--- config.mk ---
export PLATFORM = sky130hd
export DESIGN_NAME = dts_sequencer
export DESIGN_NICKNAME = d
export VERILOG_FILES = /design/src/rtl/dts_edge_detect.v /design/src/rtl/dts_level_clamp.v /design/src/rtl/dts_sequencer.v
export VERILOG_INCLUDE_DIRS = /design/src /design/src/include
export SDC_FILE = /design/constraint.sdc
export NUM_CORES = 1
export LEC_CHECK = 0
export BUFFER_PORTS_ARGS = -buffer_cell sky130_fd_sc_hd__buf_2
export CELL_PAD_IN_SITES_DETAIL_PLACEMENT = 1
export CELL_PAD_IN_SITES_GLOBAL_PLACEMENT = 1
export CORE_UTILIZATION = 25
export CTS_BUF_LIST = sky130_fd_sc_hd__clkbuf_4 sky130_fd_sc_hd__clkbuf_8 sky130_fd_sc_hd__clkbuf_16
export CTS_CLUSTER_SIZE = 10
export DETAILED_ROUTE_END_ITERATION = 10
export GPL_TIMING_DRIVEN = 0
export MAX_ROUTING_LAYER = met4
export PLACE_DENSITY = 0.55
export SYNTH_ARGS = -nofsm -noshare
export SYNTH_HDL_FRONTEND = slang
export SYNTH_SLANG_ARGS = --single-unit
--- constraint.sdc ---
create_clock -name clk -period 13.23 [get_ports clk]
set_input_delay 1.9845 -clock clk [delete_from_list [all_inputs] [get_ports clk]]
set_output_delay 1.9845 -clock clk [all_outputs]
set_load 0.05 [all_outputs]
--- src/include/dts_regs.vh ---
// register map, field positions, reset values and level presets of the
// delayed trigger sequencer; assumes a 32-bit apb slave, 20 MHz clock
`ifndef DTS_REGS_VH
`define DTS_REGS_VH

// byte offsets
`define DTS_CTRL_OFF      12'h000
`define DTS_DELAY_OFF     12'h004
`define DTS_EVENTS_OFF    12'h008
`define DTS_PRIMARY_OFF   12'h00C
`define DTS_LEVEL_OFF     12'h010
`define DTS_RECORD_OFF    12'h014
`define DTS_STATUS_OFF    12'h018
`define DTS_ZONE_OFF      12'h01C
`define DTS_CMD_OFF       12'h020

// control fields
`define DTS_CTRL_TRIGGERABLE 0
`define DTS_CTRL_SUB_LSB     1
`define DTS_CTRL_SRC_LSB     4
`define DTS_CTRL_CPL_LSB     8
`define DTS_CTRL_SLOPE       10
`define DTS_CTRL_LVLSEL_LSB  12

// primary setting fields
`define DTS_PRI_TYPE_LSB     0
`define DTS_PRI_CLASS_LSB    2
`define DTS_PRI_SRC_LSB      4
`define DTS_PRI_CPL_LSB      8

// encodings
`define DTS_SUB_NONE      2'h0
`define DTS_SUB_TIME      2'h1
`define DTS_SUB_EVENTS    2'h2
`define DTS_SUB_EVTIME    2'h3
`define DTS_SRC_AUX       3'h4
`define DTS_CPL_FOLLOW    2'h0
`define DTS_CPL_DC        2'h1
`define DTS_CPL_NOISE     2'h2
`define DTS_TYPE_EDGE     2'h0
`define DTS_TYPE_LOGIC    2'h1
`define DTS_TYPE_PULSE    2'h2
`define DTS_CLASS_RUNT    2'h2
`define DTS_CLASS_SLEW    2'h3
`define DTS_LVL_FREE      2'h0
`define DTS_LVL_TTL       2'h1
`define DTS_LVL_ECL       2'h2
`define DTS_LVL_HALF      2'h3

// levels in millivolts and range in divisions, signed 16 bit
`define DTS_TTL_MV        16'h0578
`define DTS_ECL_MV        16'hFAEC
`define DTS_RANGE_DIVS    16'h000C

// reset values
`define DTS_CTRL_RST      32'h0000_0000
`define DTS_DELAY_RST     32'h0000_0001
`define DTS_EVENTS_RST    16'h0001
`define DTS_PRI_RST       32'h0000_0000
`define DTS_LEVEL_RST     16'h0000
`define DTS_RECORD_RST    32'h0020_0010
`define DTS_PRE_RST       16'h0010
`define DTS_TOTAL_RST     16'h0020
`define DTS_MVDIV_RST     12'h064

`endif

--- src/rtl/dts_edge_detect.v ---
// edge qualifier for the secondary source
// assumes the sampled source level is already on the clk domain
`timescale 1ns/10ps
module dts_edge_detect (
  input  wire clk,
  input  wire reset_n,
  input  wire level,
  input  wire falling,
  output reg  edgeHit
);
  reg last;

  always @(posedge clk or negedge reset_n) begin
    if (!reset_n) begin
      last    <= 1'b0;
      edgeHit <= 1'b0;
    end else begin
      last <= level;
      // slope select
      edgeHit <= falling ? (last & ~level) : (~last & level);
    end
  end
endmodule // dts_edge_detect

--- src/rtl/dts_level_clamp.v ---
// resolves the secondary trigger level and clamps it to the range
// assumes volts per division in millivolts from the register file
`timescale 1ns/10ps
`include "dts_regs.vh"
module dts_level_clamp (
  input  wire        [1:0]  levelSel,
  input  wire signed [15:0] freeLevel,
  input  wire signed [15:0] peakLevel,
  input  wire        [11:0] mvPerDiv,
  output reg  signed [15:0] level
);
  reg signed [15:0] raw;
  reg signed [27:0] lim;

  always @* begin
    // preset levels
    case (levelSel)
      `DTS_LVL_TTL:  raw = `DTS_TTL_MV;
      `DTS_LVL_ECL:  raw = `DTS_ECL_MV;
      `DTS_LVL_HALF: raw = peakLevel >>> 1;
      default:       raw = freeLevel;
    endcase
    lim = $signed({16'h0000, mvPerDiv}) * $signed({12'h000, `DTS_RANGE_DIVS});
    if (lim > 28'sh0007FFF)
      lim = 28'sh0007FFF;
    // range clamp
    if ($signed({{12{raw[15]}}, raw}) > lim)
      level = lim[15:0];
    else if ($signed({{12{raw[15]}}, raw}) < -lim)
      level = -lim[15:0];
    else
      level = raw;
  end
endmodule // dts_level_clamp

--- src/rtl/dts_sequencer.v ---
// delayed trigger sequencer with apb register file
// assumes primary trigger and sample strobes on clk, source pins asynchronous
//
// Overview of operation
// two delay modes; only triggerable uses secondary trigger logic
// wait-then-run: primary trigger, delay expires, acquisition starts
// triggerable qualifies by time, events, or events then time
// pre-trigger samples stored continuously while waiting
// after criteria, capture remaining post samples then flag record ready
// logic type or runt/slew pulse forces wait-then-run
// triggerable selection refused while primary setting incompatible
// wait-then-run zone spans the secondary record exactly
// triggerable zone from earliest start to end of primary record
// choosing any triggerable sub-mode sets triggerable mode
// combined sub-mode keeps delay and count as separate settings
// source is one of four channels or dc auxiliary input
// both on dc auxiliary input keeps the two levels equal
// coupling follow-primary, dc or noise-reject
// fires on selected rising or falling edge
// level free, ttl +1.4 V, ecl -1.3 V, or half peak-to-peak
// level clamped to twelve divisions from centre; when tandem, secLevel takes primaryLevel unclamped
// event sub-mode triggers on the edge reaching the count
// time sub-mode times delay then triggers on next edge
`timescale 1ns/10ps
`include "dts_regs.vh"
module dts_sequencer (
  input  wire               clk,
  input  wire               reset_n,
  input  wire               psel,
  input  wire               penable,
  input  wire               pwrite,
  input  wire        [11:0] paddr,
  input  wire        [31:0] pwdata,
  output reg         [31:0] prdata,
  output reg                pready,
  output reg                pslverr,
  input  wire        [3:0]  channelPin,
  input  wire               dcAuxiliaryInputPin,
  input  wire               primaryTrigger,
  input  wire               sampleStrobe,
  input  wire signed [15:0] peakLevel,
  output reg                storeSample,
  output reg                postTrigger,
  output reg                recordReady,
  output reg                acqStart,
  output reg         [2:0]  secSource,
  output reg         [1:0]  secCoupling,
  output reg  signed [15:0] secLevel,
  output reg  signed [15:0] primaryLevel
);
  localparam IDLE = 3'h0;
  localparam PRE  = 3'h1;
  localparam CNT  = 3'h2;
  localparam TIM  = 3'h3;
  localparam ARM  = 3'h4;
  localparam POST = 3'h5;
  localparam DONE = 3'h6;

  reg        [31:0] ctrl;
  reg        [31:0] delayTime;
  reg        [15:0] eventCount;
  reg        [31:0] primary;
  reg signed [15:0] freeLevel;
  reg        [11:0] mvPerDiv;
  reg        [15:0] preLen;
  reg        [15:0] recLen;
  reg        [2:0]  state;
  reg        [31:0] timer;
  reg        [15:0] evCnt;
  reg        [15:0] sampCnt;
  reg        [31:0] trigAt;
  reg        [31:0] zoneStart;
  reg        [31:0] zoneEnd;
  reg        [4:0]  pinMeta;
  reg        [4:0]  pinSync;
  reg               armPending;

  wire [1:0] subMode = ctrl[`DTS_CTRL_SUB_LSB+1:`DTS_CTRL_SUB_LSB];
  wire [2:0] srcSel  = ctrl[`DTS_CTRL_SRC_LSB+2:`DTS_CTRL_SRC_LSB];
  wire [1:0] cplSel  = ctrl[`DTS_CTRL_CPL_LSB+1:`DTS_CTRL_CPL_LSB];
  wire [1:0] priType = primary[`DTS_PRI_TYPE_LSB+1:`DTS_PRI_TYPE_LSB];
  wire [1:0] priCls  = primary[`DTS_PRI_CLASS_LSB+1:`DTS_PRI_CLASS_LSB];
  wire [2:0] priSrc  = primary[`DTS_PRI_SRC_LSB+2:`DTS_PRI_SRC_LSB];
  wire [1:0] priCpl  = primary[`DTS_PRI_CPL_LSB+1:`DTS_PRI_CPL_LSB];

  // forcing condition
  wire forceRun = (priType == `DTS_TYPE_LOGIC) ||
                  ((priType == `DTS_TYPE_PULSE) &&
                   ((priCls == `DTS_CLASS_RUNT) || (priCls == `DTS_CLASS_SLEW)));
  // incompatible primary
  wire incompat = forceRun || (priSrc == `DTS_SRC_AUX);
  // effective mode
  wire triggerable = ctrl[`DTS_CTRL_TRIGGERABLE] & ~forceRun;
  // tandem levels
  wire tandem = (srcSel == `DTS_SRC_AUX) && (priSrc == `DTS_SRC_AUX);

  wire        wrEn = psel & penable & pwrite & pready;
  wire        rdEn = psel & penable & ~pwrite & ~pready;
  wire [1:0]  wSub = pwdata[`DTS_CTRL_SUB_LSB+1:`DTS_CTRL_SUB_LSB];
  wire [2:0]  wSrc = pwdata[`DTS_CTRL_SRC_LSB+2:`DTS_CTRL_SRC_LSB];
  wire        wTrig = pwdata[`DTS_CTRL_TRIGGERABLE] | (wSub != `DTS_SUB_NONE);
  wire        mapped = (paddr <= `DTS_CMD_OFF) && (paddr[1:0] == 2'b00);
  wire        srcLevel;
  wire        edgeHit;
  wire signed [15:0] clampLevel;

  // source select
  assign srcLevel = (srcSel == `DTS_SRC_AUX) ? pinSync[4] :
                    (srcSel[2] ? 1'b0 : pinSync[srcSel[1:0]]);

  dts_edge_detect uEdge (
    .clk     (clk),
    .reset_n (reset_n),
    .level   (srcLevel),
    .falling (ctrl[`DTS_CTRL_SLOPE]),
    .edgeHit (edgeHit)
  );

  dts_level_clamp uClamp (
    .levelSel  (ctrl[`DTS_CTRL_LVLSEL_LSB+1:`DTS_CTRL_LVLSEL_LSB]),
    .freeLevel (freeLevel),
    .peakLevel (peakLevel),
    .mvPerDiv  (mvPerDiv),
    .level     (clampLevel)
  );

  always @(posedge clk or negedge reset_n) begin
    if (!reset_n) begin
      pinMeta <= 5'h00;
      pinSync <= 5'h00;
    end else begin
      pinMeta <= {dcAuxiliaryInputPin, channelPin};
      pinSync <= pinMeta;
    end
  end

  // register file
  always @(posedge clk or negedge reset_n) begin
    if (!reset_n) begin
      ctrl       <= `DTS_CTRL_RST;
      delayTime  <= `DTS_DELAY_RST;
      eventCount <= `DTS_EVENTS_RST;
      primary    <= `DTS_PRI_RST;
      freeLevel  <= `DTS_LEVEL_RST;
      primaryLevel <= `DTS_LEVEL_RST;
      mvPerDiv   <= `DTS_MVDIV_RST;
      preLen     <= `DTS_PRE_RST;
      recLen     <= `DTS_TOTAL_RST;
      armPending <= 1'b0;
    end else begin
      armPending <= wrEn && (paddr == `DTS_CMD_OFF) && pwdata[0];
      if (wrEn) begin
        case (paddr)
          `DTS_CTRL_OFF: begin
            ctrl <= pwdata;
            // sub-mode selects triggerable
            // refuse when incompatible
            ctrl[`DTS_CTRL_TRIGGERABLE] <= wTrig & ~incompat;
            if (wSrc > `DTS_SRC_AUX)
              ctrl[`DTS_CTRL_SRC_LSB+2:`DTS_CTRL_SRC_LSB] <= srcSel;
          end
          // independent time and count
          `DTS_DELAY_OFF:   delayTime  <= pwdata;
          `DTS_EVENTS_OFF:  eventCount <= pwdata[15:0];
          `DTS_PRIMARY_OFF: primary    <= pwdata;
          `DTS_LEVEL_OFF: begin
            if (pwdata[16]) begin
              primaryLevel <= pwdata[15:0];
              // primary drags secondary
              if (tandem)
                freeLevel <= pwdata[15:0];
            end else begin
              freeLevel <= pwdata[15:0];
              if (tandem)
                primaryLevel <= pwdata[15:0];
            end
            mvPerDiv <= pwdata[31:20];
          end
          `DTS_RECORD_OFF: begin
            preLen <= pwdata[15:0];
            recLen <= pwdata[31:16];
          end
          default: ;
        endcase
      end else if (forceRun) begin
        // forced back
        ctrl[`DTS_CTRL_TRIGGERABLE] <= 1'b0;
      end
    end
  end

  // apb answer one cycle into access
  always @(posedge clk or negedge reset_n) begin
    if (!reset_n) begin
      pready  <= 1'b0;
      pslverr <= 1'b0;
      prdata  <= 32'h0000_0000;
    end else begin
      pready  <= psel & penable & ~pready;
      pslverr <= psel & penable & ~pready & ~mapped;
      prdata  <= 32'h0000_0000;
      if (rdEn) begin
        case (paddr)
          `DTS_CTRL_OFF:    prdata <= ctrl;
          `DTS_DELAY_OFF:   prdata <= delayTime;
          `DTS_EVENTS_OFF:  prdata <= {16'h0000, eventCount};
          `DTS_PRIMARY_OFF: prdata <= primary;
          `DTS_LEVEL_OFF:   prdata <= {mvPerDiv, 4'h0, secLevel};
          `DTS_RECORD_OFF:  prdata <= {recLen, preLen};
          `DTS_STATUS_OFF:  prdata <= {sampCnt, 8'h00, incompat, triggerable,
                                       recordReady, 2'b00, state};
          `DTS_ZONE_OFF:    prdata <= {zoneEnd[15:0], zoneStart[15:0]};
          default:          prdata <= 32'h0000_0000;
        endcase
      end
    end
  end

  // sequencer
  always @(posedge clk or negedge reset_n) begin
    if (!reset_n) begin
      state       <= IDLE;
      timer       <= 32'h0000_0000;
      evCnt       <= 16'h0000;
      sampCnt     <= 16'h0000;
      trigAt      <= 32'h0000_0000;
      storeSample <= 1'b0;
      postTrigger <= 1'b0;
      recordReady <= 1'b0;
      acqStart    <= 1'b0;
    end else begin
      acqStart <= 1'b0;
      // pre-trigger storing
      storeSample <= sampleStrobe && (state != IDLE) && (state != DONE);
      case (state)
        IDLE: begin
          postTrigger <= 1'b0;
          if (armPending) begin
            recordReady <= 1'b0;
            state       <= PRE;
          end
        end
        PRE: begin
          if (primaryTrigger) begin
            timer <= 32'h0000_0000;
            evCnt <= 16'h0000;
            // pick the qualifier
            if (!triggerable || subMode == `DTS_SUB_TIME || subMode == `DTS_SUB_NONE)
              state <= TIM;
            else
              state <= CNT;
          end
        end
        CNT: begin
          // count qualified edges
          if (edgeHit) begin
            evCnt <= evCnt + 16'h0001;
            if (evCnt + 16'h0001 >= eventCount) begin
              timer <= 32'h0000_0000;
              if (subMode == `DTS_SUB_EVTIME) begin
                state <= TIM;
              end else begin
                state <= POST;
                acqStart <= 1'b1;
              end
            end
          end
        end
        TIM: begin
          timer <= timer + 32'h0000_0001;
          if (timer + 32'h0000_0001 >= delayTime) begin
            if (triggerable) begin
              // then wait for an edge
              state <= ARM;
            end else begin
              // run after delay
              state <= POST;
              acqStart <= 1'b1;
            end
          end
        end
        ARM: begin
          if (edgeHit) begin
            state    <= POST;
            acqStart <= 1'b1;
          end
        end
        POST: begin
          postTrigger <= 1'b1;
          sampCnt     <= sampleStrobe ? 16'h0001 : 16'h0000;
          state       <= DONE;
        end
        DONE: begin
          // fill remainder then ready
          if (postTrigger) begin
            if (sampleStrobe) begin
              sampCnt <= sampCnt + 16'h0001;
              if (sampCnt + 16'h0001 >= recLen - preLen) begin
                recordReady <= 1'b1;
                state       <= IDLE;
              end
            end
          end else begin
            state <= IDLE;
          end
        end
        default: state <= IDLE;
      endcase
      if (state == DONE && postTrigger && sampleStrobe)
        storeSample <= 1'b1;
      if (state == PRE)
        trigAt <= 32'h0000_0000;
    end
  end

  // zone, secondary trigger outputs
  always @(posedge clk or negedge reset_n) begin
    if (!reset_n) begin
      zoneStart    <= 32'h0000_0000;
      zoneEnd      <= 32'h0000_0000;
      secSource    <= 3'h0;
      secCoupling  <= `DTS_CPL_DC;
      secLevel     <= `DTS_LEVEL_RST;
    end else begin
      zoneStart <= delayTime - {16'h0000, preLen};
      if (triggerable)
        // zone to record end
        zoneEnd <= 32'hFFFF_FFFF;
      else
        // zone equals secondary record
        zoneEnd <= delayTime - {16'h0000, preLen} + {16'h0000, recLen};
      secSource <= srcSel;
      // coupling follow
      secCoupling <= (cplSel == `DTS_CPL_FOLLOW) ? priCpl : cplSel;
      secLevel    <= tandem ? primaryLevel : clampLevel;
    end
  end
endmodule // dts_sequencer
==> results of run 1 <==
[through the flow]
step                       util  power, mW  hold WS [ps]  cells  setup slack [ps]
final                     0.296       2.85           349   3631              5310
after global routing      0.296       2.96           347   3630              4930
after CTS                 0.296       2.88           342   3626              5220
after detailed placement  0.279       1.64           336   3549              5260
after global placement    0.277       1.62           338   3544              2730
after floorplan               -       1.44           331   2260              7070
[layout make-up]
class	instances	area share
Antenna cell	5	0.000496
Buffer	103	0.0162
Clock buffer	69	0.0523
Clock inverter	8	0.00476
Inverter	112	0.0168
Multi-Input combinational cell	1686	0.464
Sequential cell	359	0.356
Tap cell	1144	0.0567
Timing Repair Buffer	145	0.0320
[logic make-up after synthesis]
logic type	Yosys count	share of synthesized area
and+or+nand+nor	670	0.145
xor gates and xnor gates	121	0.0492
adders and majority gates	169	0.0996
muxes	175	0.0882
DFF	359	0.418
AOI/OAI and AO/OA	551	0.162
buffers and inverters	215	0.0386
[metal layers]
metal | routed length [µm] | share of wire | vias to the layer above
met3 | 2740 | 0.032 | 121
li1 | - | - | 8462
met1 | 38100 | 0.45 | 9374
met4 | 2530 | 0.030 | 0
met5 | 0 | 0 | -
met2 | 41400 | 0.49 | 318
[path summary, 6_finish.rpt]
check                      slack [ps]             to  depth (start not counted)        start
min in group asynchronous        1360    sampCnt[12]                          1      reset_n
hold reg to reg                   350     pinSync[4]                          0   pinMeta[4]
max in group asynchronous       10450  freeLevel[14]                          3      reset_n
setup / recovery                 5310    secLevel[9]                         26  mvPerDiv[0]
setup reg to reg                 5310    secLevel[9]                         26  mvPerDiv[0]
hold / removal                    350     pinSync[4]                          0   pinMeta[4]
[sequential cells by signal, indices dropped and copies added (netlist names), 2 cells and up]
name          cells
state             3
primary          32
eventCount       16
ctrl             32
sampCnt          16
secLevel         16
prdata           32
zoneEnd          16
preLen           16
secCoupling       2
timer            32
freeLevel        16
primaryLevel     16
mvPerDiv         12
secSource         3
pinMeta           5
delayTime        32
pinSync           5
zoneStart        16
recLen           16
evCnt            16
[power by group through the flow]
stage	clock network, mW	logic (mW)	registers, mW
5_1_grt	1.29	0.496	1.17
3_5_place_dp	0	0.452	1.18
4_1_cts	1.26	0.454	1.17
3_3_place_gp	0	0.437	1.18
2_1_floorplan	0	0.256	1.18
6_report	1.23	0.448	1.17
[Yosys cell counts (all sizes together) (5+ instances only)]
library cell,n
or2,10
o21a,12
nor4,17
a22oi,6
o31ai,18
mux2i,66
nand4,22
a22o,20
xor2,62
a221oi,30
o21bai,9
nand2b,14
a211oi,15
o221ai,26
xnor2,59
inv,112
a21o,22
nand2,303
and4,10
o2111ai,7
clkbuf,84
a31o,7
buf,19
dfstp,8
nor2b,13
a21oi,113
a31oi,16
nor3,32
o21ai,205
o22ai,8
o211ai,13
nor2,143
ha,165
nor3b,5
mux2,108
and2,14
nand3,35
dfrtp,351
and3,39
==> qor_table.md, run 1 <==
| Quantity | Reported |
|:---|:---|
| Clock latency on the worst-skew pair | 600 ps |
| Total negative slack for setup checks | 0 ps |
| Maximum clock skew at final layout | 24.9 ps |
| Switching part of the total power | 0.300 |
| GR Util All Layers | 0.199 |
| Total clock buffers created by CTS | 44 |
| Max Fclk | 0.126 GHz |
| Number of distinct library cells after synthesis | 81 |
| Global route total overflow | 0 |
| Transition time at the pin with the least slew margin | 1130 ps |
| Most repeated library cell on the critical path | ha_1 |
| CTS tree | done |
| Post-synth design cell area | 21500 µm² |
| Gp weighted congestion | 0.912 |
| Routed WL per cell | 23.3 µm |
| Cell accounting for the most synthesized area | dfrtp_1 |
| Power spent charging and discharging nets | 854 µW |
| Primary FF master, synth | dfrtp_1 |
| Port buffer count | 140 |
| Leakage power | 12.4 nW |
| Sum of routed wire length over all layers | 84800 µm |
| Class of the most critical hold timing path | reg -> reg |
| Area taken by flip-flops and latches | 8990 µm² |
| Synthesized instance count | 2260 |
| Clk sinks | 359 |
| Number of buffers inserted to repair setup after CTS | 0 |
| Post-synth EDFFs | 0 |
| Mean area per synthesized cell | 9.53 µm² |
| Final instance area | 25200 µm² |
| Setup violators final | 0 |
| Die Y-Extent | 295 µm |
| Layout area overhead | 17.2% |
| Total area of multi-input combinational cells | 11700 µm² |
| Global-route met1 utilization | 0.254 |
| Count of final hold-check violations | 0 |
| Std-Cell Core Area | 85300 µm² |
| Met3 Use GR | 0.0213 |
| Starting density of the core | 0.252 |
| Vias in the first global route | 19284 |
| Fraction of registers with async set/reset | 1.00 |
| Pin count of the biggest net entering global routing | 111 |
| DIE AREA | 87300 µm² |
| Vias | 18275 |
| Max Root-Sink Buffers | 3 |
| HPWL Detailed | 66800 µm |
| Buffers plus inverters on the worst setup path | 3 |
| Starting DRT DRC Count | 963 |
| Commonest non-fill, non-tap cell in the layout | dfrtp_1 |
| Standard cell with the maximum stage delay on the critical path | nor3_2 |
| Endpoint required time on the critical path | 13680 ps |
| Peak VDD IR | 0.0854 mV |
| Placed standard-cell area | 23800 µm² |
| Filler instances | 9846 |
| Worst path arrival time | 8370 ps |
| Crit path time final | 7920 ps |
| Critical path's top delay family | simple AND/OR/NAND/NOR gates |
| Top cell type's share of synthesized area | 0.408 |
| Max-capacitance violation count | 0 |
| Synth warnings | 0 |
| DRC violation count after routing | 0 |
| Number of synthesized register bits | 359 |
| Type of destination of the critical path | register |
| Internal portion of total power | 1.99 mW |
| Detailed-route vias per instance | 5.03 |
| Chip Width | 295 µm |
| Number of cells upsized or downsized after cts | 0 |
| Total number of H-tree levels | 2 |
| Cells taking the most area after synthesis | dfrtp_1 (41%), ha_1 (9.6%), nand2_1 (5.2%) |
| Final max-slew violation count | 0 |
| Global route hottest layer | met2 |
| Result of the run | complete, no violations |
| Share of power burned in the clock network | 0.433 |
| Highest net fanout along the worst path | 10 |
| CP max stage delay | 560 ps |
| DR pass1 iterations | 5 |
| Hold-fix buffers, CTS | 0 |
| Final-stage net count | 2692 |
| GR Util met2 | 0.333 |
| Antenna-violating nets left | 0 |
| Kind of start point of the critical path | register |
| Worst Setup Path Type | reg -> reg |
| Clk slew on worst S/H paths | 60 ps |
| Comb pwr share | 0.157 |
| Global-route wire length before repair | 127000 µm |
| Boundary pin count | 147 |
| Antenna violations before repair | 15 |
| Share of the cycle needed by the critical path after routing | 0.598 |
| Worst rel slew slack | 0.239 |
| Setup repair after global routing missed its margin | false |
| Power per standard cell area | 113 nW/µm² |
| Placement Rows | 107 |
| Sequential group share of total power | 0.410 |
| Commonest cells after routing, fill and taps aside | dfrtp_1 (351), nand2_1 (301), o21ai_0 (195) |
| Portion of the post-synthesis area used by sequential elements | 0.418 |
| Synthesized netlist net count | 2501 |
| CTS Root Buffer Type | clkbuf_16 |
| Fraction of final layout cells with drive strength greater than 1 | 0.149 |
Power figures use the tool's default switching activity.
==> run 2, diff against run 1 <==
- ABC_AREA: not set -> 1
- PLACE_DENSITY: 0.55 -> 0.58
- clock period: 13.23 -> 6.65 ns (I/O delays scaled with it)
==> run 2 against run 1 <==
First-iteration DRC count is 38% higher. Sequential cell count unchanged. Sequential share of layout area shrank 0.63 points. Non-clock buffer count shrank 26. Worst setup slack worse by 3900 ps. Critical path depth grew 6. Core utilization barely moved. Combinational power rose by 130%. Maximum frequency increased by 50%. Clock skew increased by 12 ps. Routed wire length up 11%. Critical path type unchanged. Highest routed layer unchanged.
==> qor_table.md, run 2 <==
| Quantity | Reported |
|:---|:---|
| Final-stage net count | 3247 |
| DR pass1 iterations | 6 |
| Number of buffers inserted to repair setup after CTS | 0 |
| Clk slew on worst S/H paths | 60 ps |
| Transition time at the pin with the least slew margin | 1310 ps |
| Cell with the most instances after synthesis | nand2_1 |
| Worst reg-to-reg path cell count | 32 |
| Total number of H-tree levels | 2 |
| Kind of start point of the critical path | register |
| DRC violation count after routing | 0 |
| Commonest cells in the netlist | nand2_1 (695), inv_1 (379), dfrtp_1 (351) |
| Antenna violations before repair | 10 |
| Maximum clock skew at final layout | 36.4 ps |
| Placed standard-cell area | 24200 µm² |
| Commonest non-fill, non-tap cell in the layout | nand2_1 |
| Share of the cycle needed by the critical path after routing | 0.794 |
| Count of final hold-check violations | 0 |
| Filler instances | 10547 |
| Portion of the post-synthesis area used by sequential elements | 0.411 |
| Type of destination of the critical path | register |
| DIE AREA | 88800 µm² |
| Number of distinct library cells after synthesis | 55 |
| Total negative slack for setup checks | 0 ps |
| Post-synth EDFFs | 0 |
| GR Util All Layers | 0.217 |
| Placement Rows | 108 |
| Chip Width | 298 µm |
| Starting DRT DRC Count | 1327 |
| Worst rel slew slack | 0.124 |
| Xor and xnor area share after synthesis | 0.0271 |
| Gp weighted congestion | 0.907 |
| Commonest cells after routing, fill and taps aside | nand2_1 (695), inv_1 (379), dfrtp_1 (351) |
| Synthesized-area fraction occupied by adder cells | 0.0979 |
| Worst slack, placed | 1390 ps |
| Highest net fanout along the worst path | 10 |
| Final max-slew violation count | 0 |
| Vias | 20311 |
| Result of the run | complete, no violations |
| Switching part of the total power | 0.321 |
| Cells taking the most area after synthesis | dfrtp_1 (40%), nand2_1 (12%), ha_1 (9.4%) |
| Routed WL per cell | 22.3 µm |
| Total clock buffers created by CTS | 47 |
| Pin count of the biggest net entering global routing | 102 |
| Die Y-Extent | 298 µm |
| Endpoint required time on the critical path | 7120 ps |
| Internal portion of total power | 4.02 mW |
| Antenna-violating nets left | 0 |
| CP max stage delay | 480 ps |
| Area taken by flip-flops and latches | 8990 µm² |
| Share of power burned in the clock network | 0.427 |
| Power per standard cell area | 230 nW/µm² |
| Max Fclk | 0.189 GHz |
| Fraction of registers with async set/reset | 1.00 |
| Synth Area in Compound Gates | 0.156 |
| Fraction of final layout cells with drive strength greater than 1 | 0.117 |
| Detailed-route vias per instance | 4.84 |
| Starting density of the core | 0.252 |
| Flop2flop setup slack | 1370 ps |
| Synth Area in Simple Gates | 0.225 |
| Class of the most critical hold timing path | in -> async |
| Setup slack after layout | 1370 ps |
| HPWL Detailed | 74100 µm |
| Main combinational cell family by area after synthesis | simple AND/OR/NAND/NOR gates |
| Primary FF master, synth | dfrtp_1 |
| Most repeated library cell on the critical path | nand2_1 |
| CTS Root Buffer Type | clkbuf_16 |
| Max-capacitance violation count | 0 |
| Mean area per synthesized cell | 7.80 µm² |
| Hold-fix buffers, CTS | 0 |
| FF-to-FF Start | mvPerDiv[1] |
| Power spent charging and discharging nets | 1.90 mW |
| Port buffer count | 145 |
| CTS tree | done |
| Total Power Consumption | 5.91 mW |
| Crit path time final | 5280 ps |
| Worst Setup Path Type | reg -> reg |
| Worst path arrival time | 5750 ps |
| Leakage power | 12.8 nW |
| Clock latency on the worst-skew pair | 620 ps |
| Number of synthesized register bits | 359 |
| Total area of multi-input combinational cells | 11100 µm² |
| Number of cells upsized or downsized after cts | 0 |
| Peak VDD IR | 0.163 mV |
| Synth warnings | 0 |
| Share of cell area taken by muxes after synthesis | 0 |
| Standard cell with the maximum stage delay on the critical path | dfrtp_1 |
| Boundary pin count | 147 |
| Top cell type's share of synthesized area | 0.401 |
| Setup repair after global routing missed its margin | false |
| Clk sinks | 359 |
| Layout area overhead | 17.3% |
| Max Root-Sink Buffers | 3 |
| Cell accounting for the most synthesized area | dfrtp_1 |
| Synthesized netlist net count | 3049 |
| Std-Cell Core Area | 86800 µm² |
| Comb pwr share | 0.174 |
| Global route total overflow | 0 |
| Synthesized instance count | 2808 |
| Global-route wire length before repair | 139000 µm |
| Final instance area | 25700 µm² |
| Setup violators final | 0 |
| Post-synth design cell area | 21900 µm² |
| R2r endpoint | secLevel[12] |
| Sequential group share of total power | 0.399 |
| Sum of routed wire length over all layers | 93800 µm |
| Vias in the first global route | 20801 |
run 2: cell count changes after synthesis, sizes merged, moves of 25 or more:
| cell | before | now |
|---|---|---|
| o221ai | 26 | 1 |
| nor2 | 143 | 202 |
| nand2 | 303 | 714 |
| and3 | 39 | 1 |
| o21ai | 205 | 310 |
| mux2 | 108 | 0 |
| clkbuf | 84 | 44 |
| inv | 112 | 395 |
| xnor2 | 59 | 12 |
| nand3 | 35 | 103 |
| mux2i | 66 | 0 |
| o22ai | 8 | 44 |
| a21oi | 113 | 156 |
run 2: stage by stage:
stage	instances	hold WS (ps)	utilization
after floorplan	2808	331	-
after global placement	4108	334	0.277
after detailed placement	4112	336	0.279
after CTS	4195	316	0.296
after global routing	4196	347	0.296
final	4196	312	0.296
run 2: power by group through the flow:
stage / combinational (mW) / clock [mW] / sequential [mW]
global route: 1.17 / 2.65 / 2.37
global placement: 1.02 / 0 / 2.40
finish: 1.03 / 2.52 / 2.36
CTS: 1.05 / 2.57 / 2.36
detailed placement: 1.04 / 0 / 2.39
floorplan: 0.597 / 0 / 2.41
run 2: worst max-delay path by stage:
stage | to | from | cells after the start
after floorplan | secLevel[12] | mvPerDiv[0] | 32
after global routing | secLevel[12] | mvPerDiv[1] | 32
after detailed placement | secLevel[12] | mvPerDiv[1] | 32
after global placement | primary[29] | reset_n | 1
final | secLevel[12] | mvPerDiv[1] | 32
after CTS | secLevel[12] | mvPerDiv[1] | 32
run 2: worst max-delay path: cells and delay by family (launching register included):
kind / cells / cell delay [ps]
adder cells (fa/ha/maj): 4 / 1210
AO/OA/AOI/OAI: 1 / 100
buffers and inverters: 3 / 350
AND/OR/NAND/NOR: 24 / 3000
flip-flops: 1 / 480
run 2: final cells by class:
cell class	instances	area share
clock inverter	11	0.00346
sequential	359	0.350
clock buffer	72	0.0546
multi-input combinational	1979	0.431
inverter	397	0.0581
tap	1155	0.0563
antenna	1	0.0000974
buffer	73	0.0132
timing repair buffer	149	0.0329
run 2: kinds of logic after synthesis:
group                    after synthesis
AND/OR/NAND/NOR                     1133
AO/OA/AOI/OAI                        610
buffers and inverters                470
flip-flops                           359
adder cells (fa/ha/maj)              169
XOR/XNOR                              67
run 2: metal layers:
layer,vias to the layer above,wire (µm),track usage,part of all wire
li1,9669,-,-,-
met5,-,0,-,0
met4,0,2120,0.0535,0.023
met3,99,3870,0.0225,0.041
met2,438,44300,0.353,0.47
met1,10105,43500,0.289,0.46
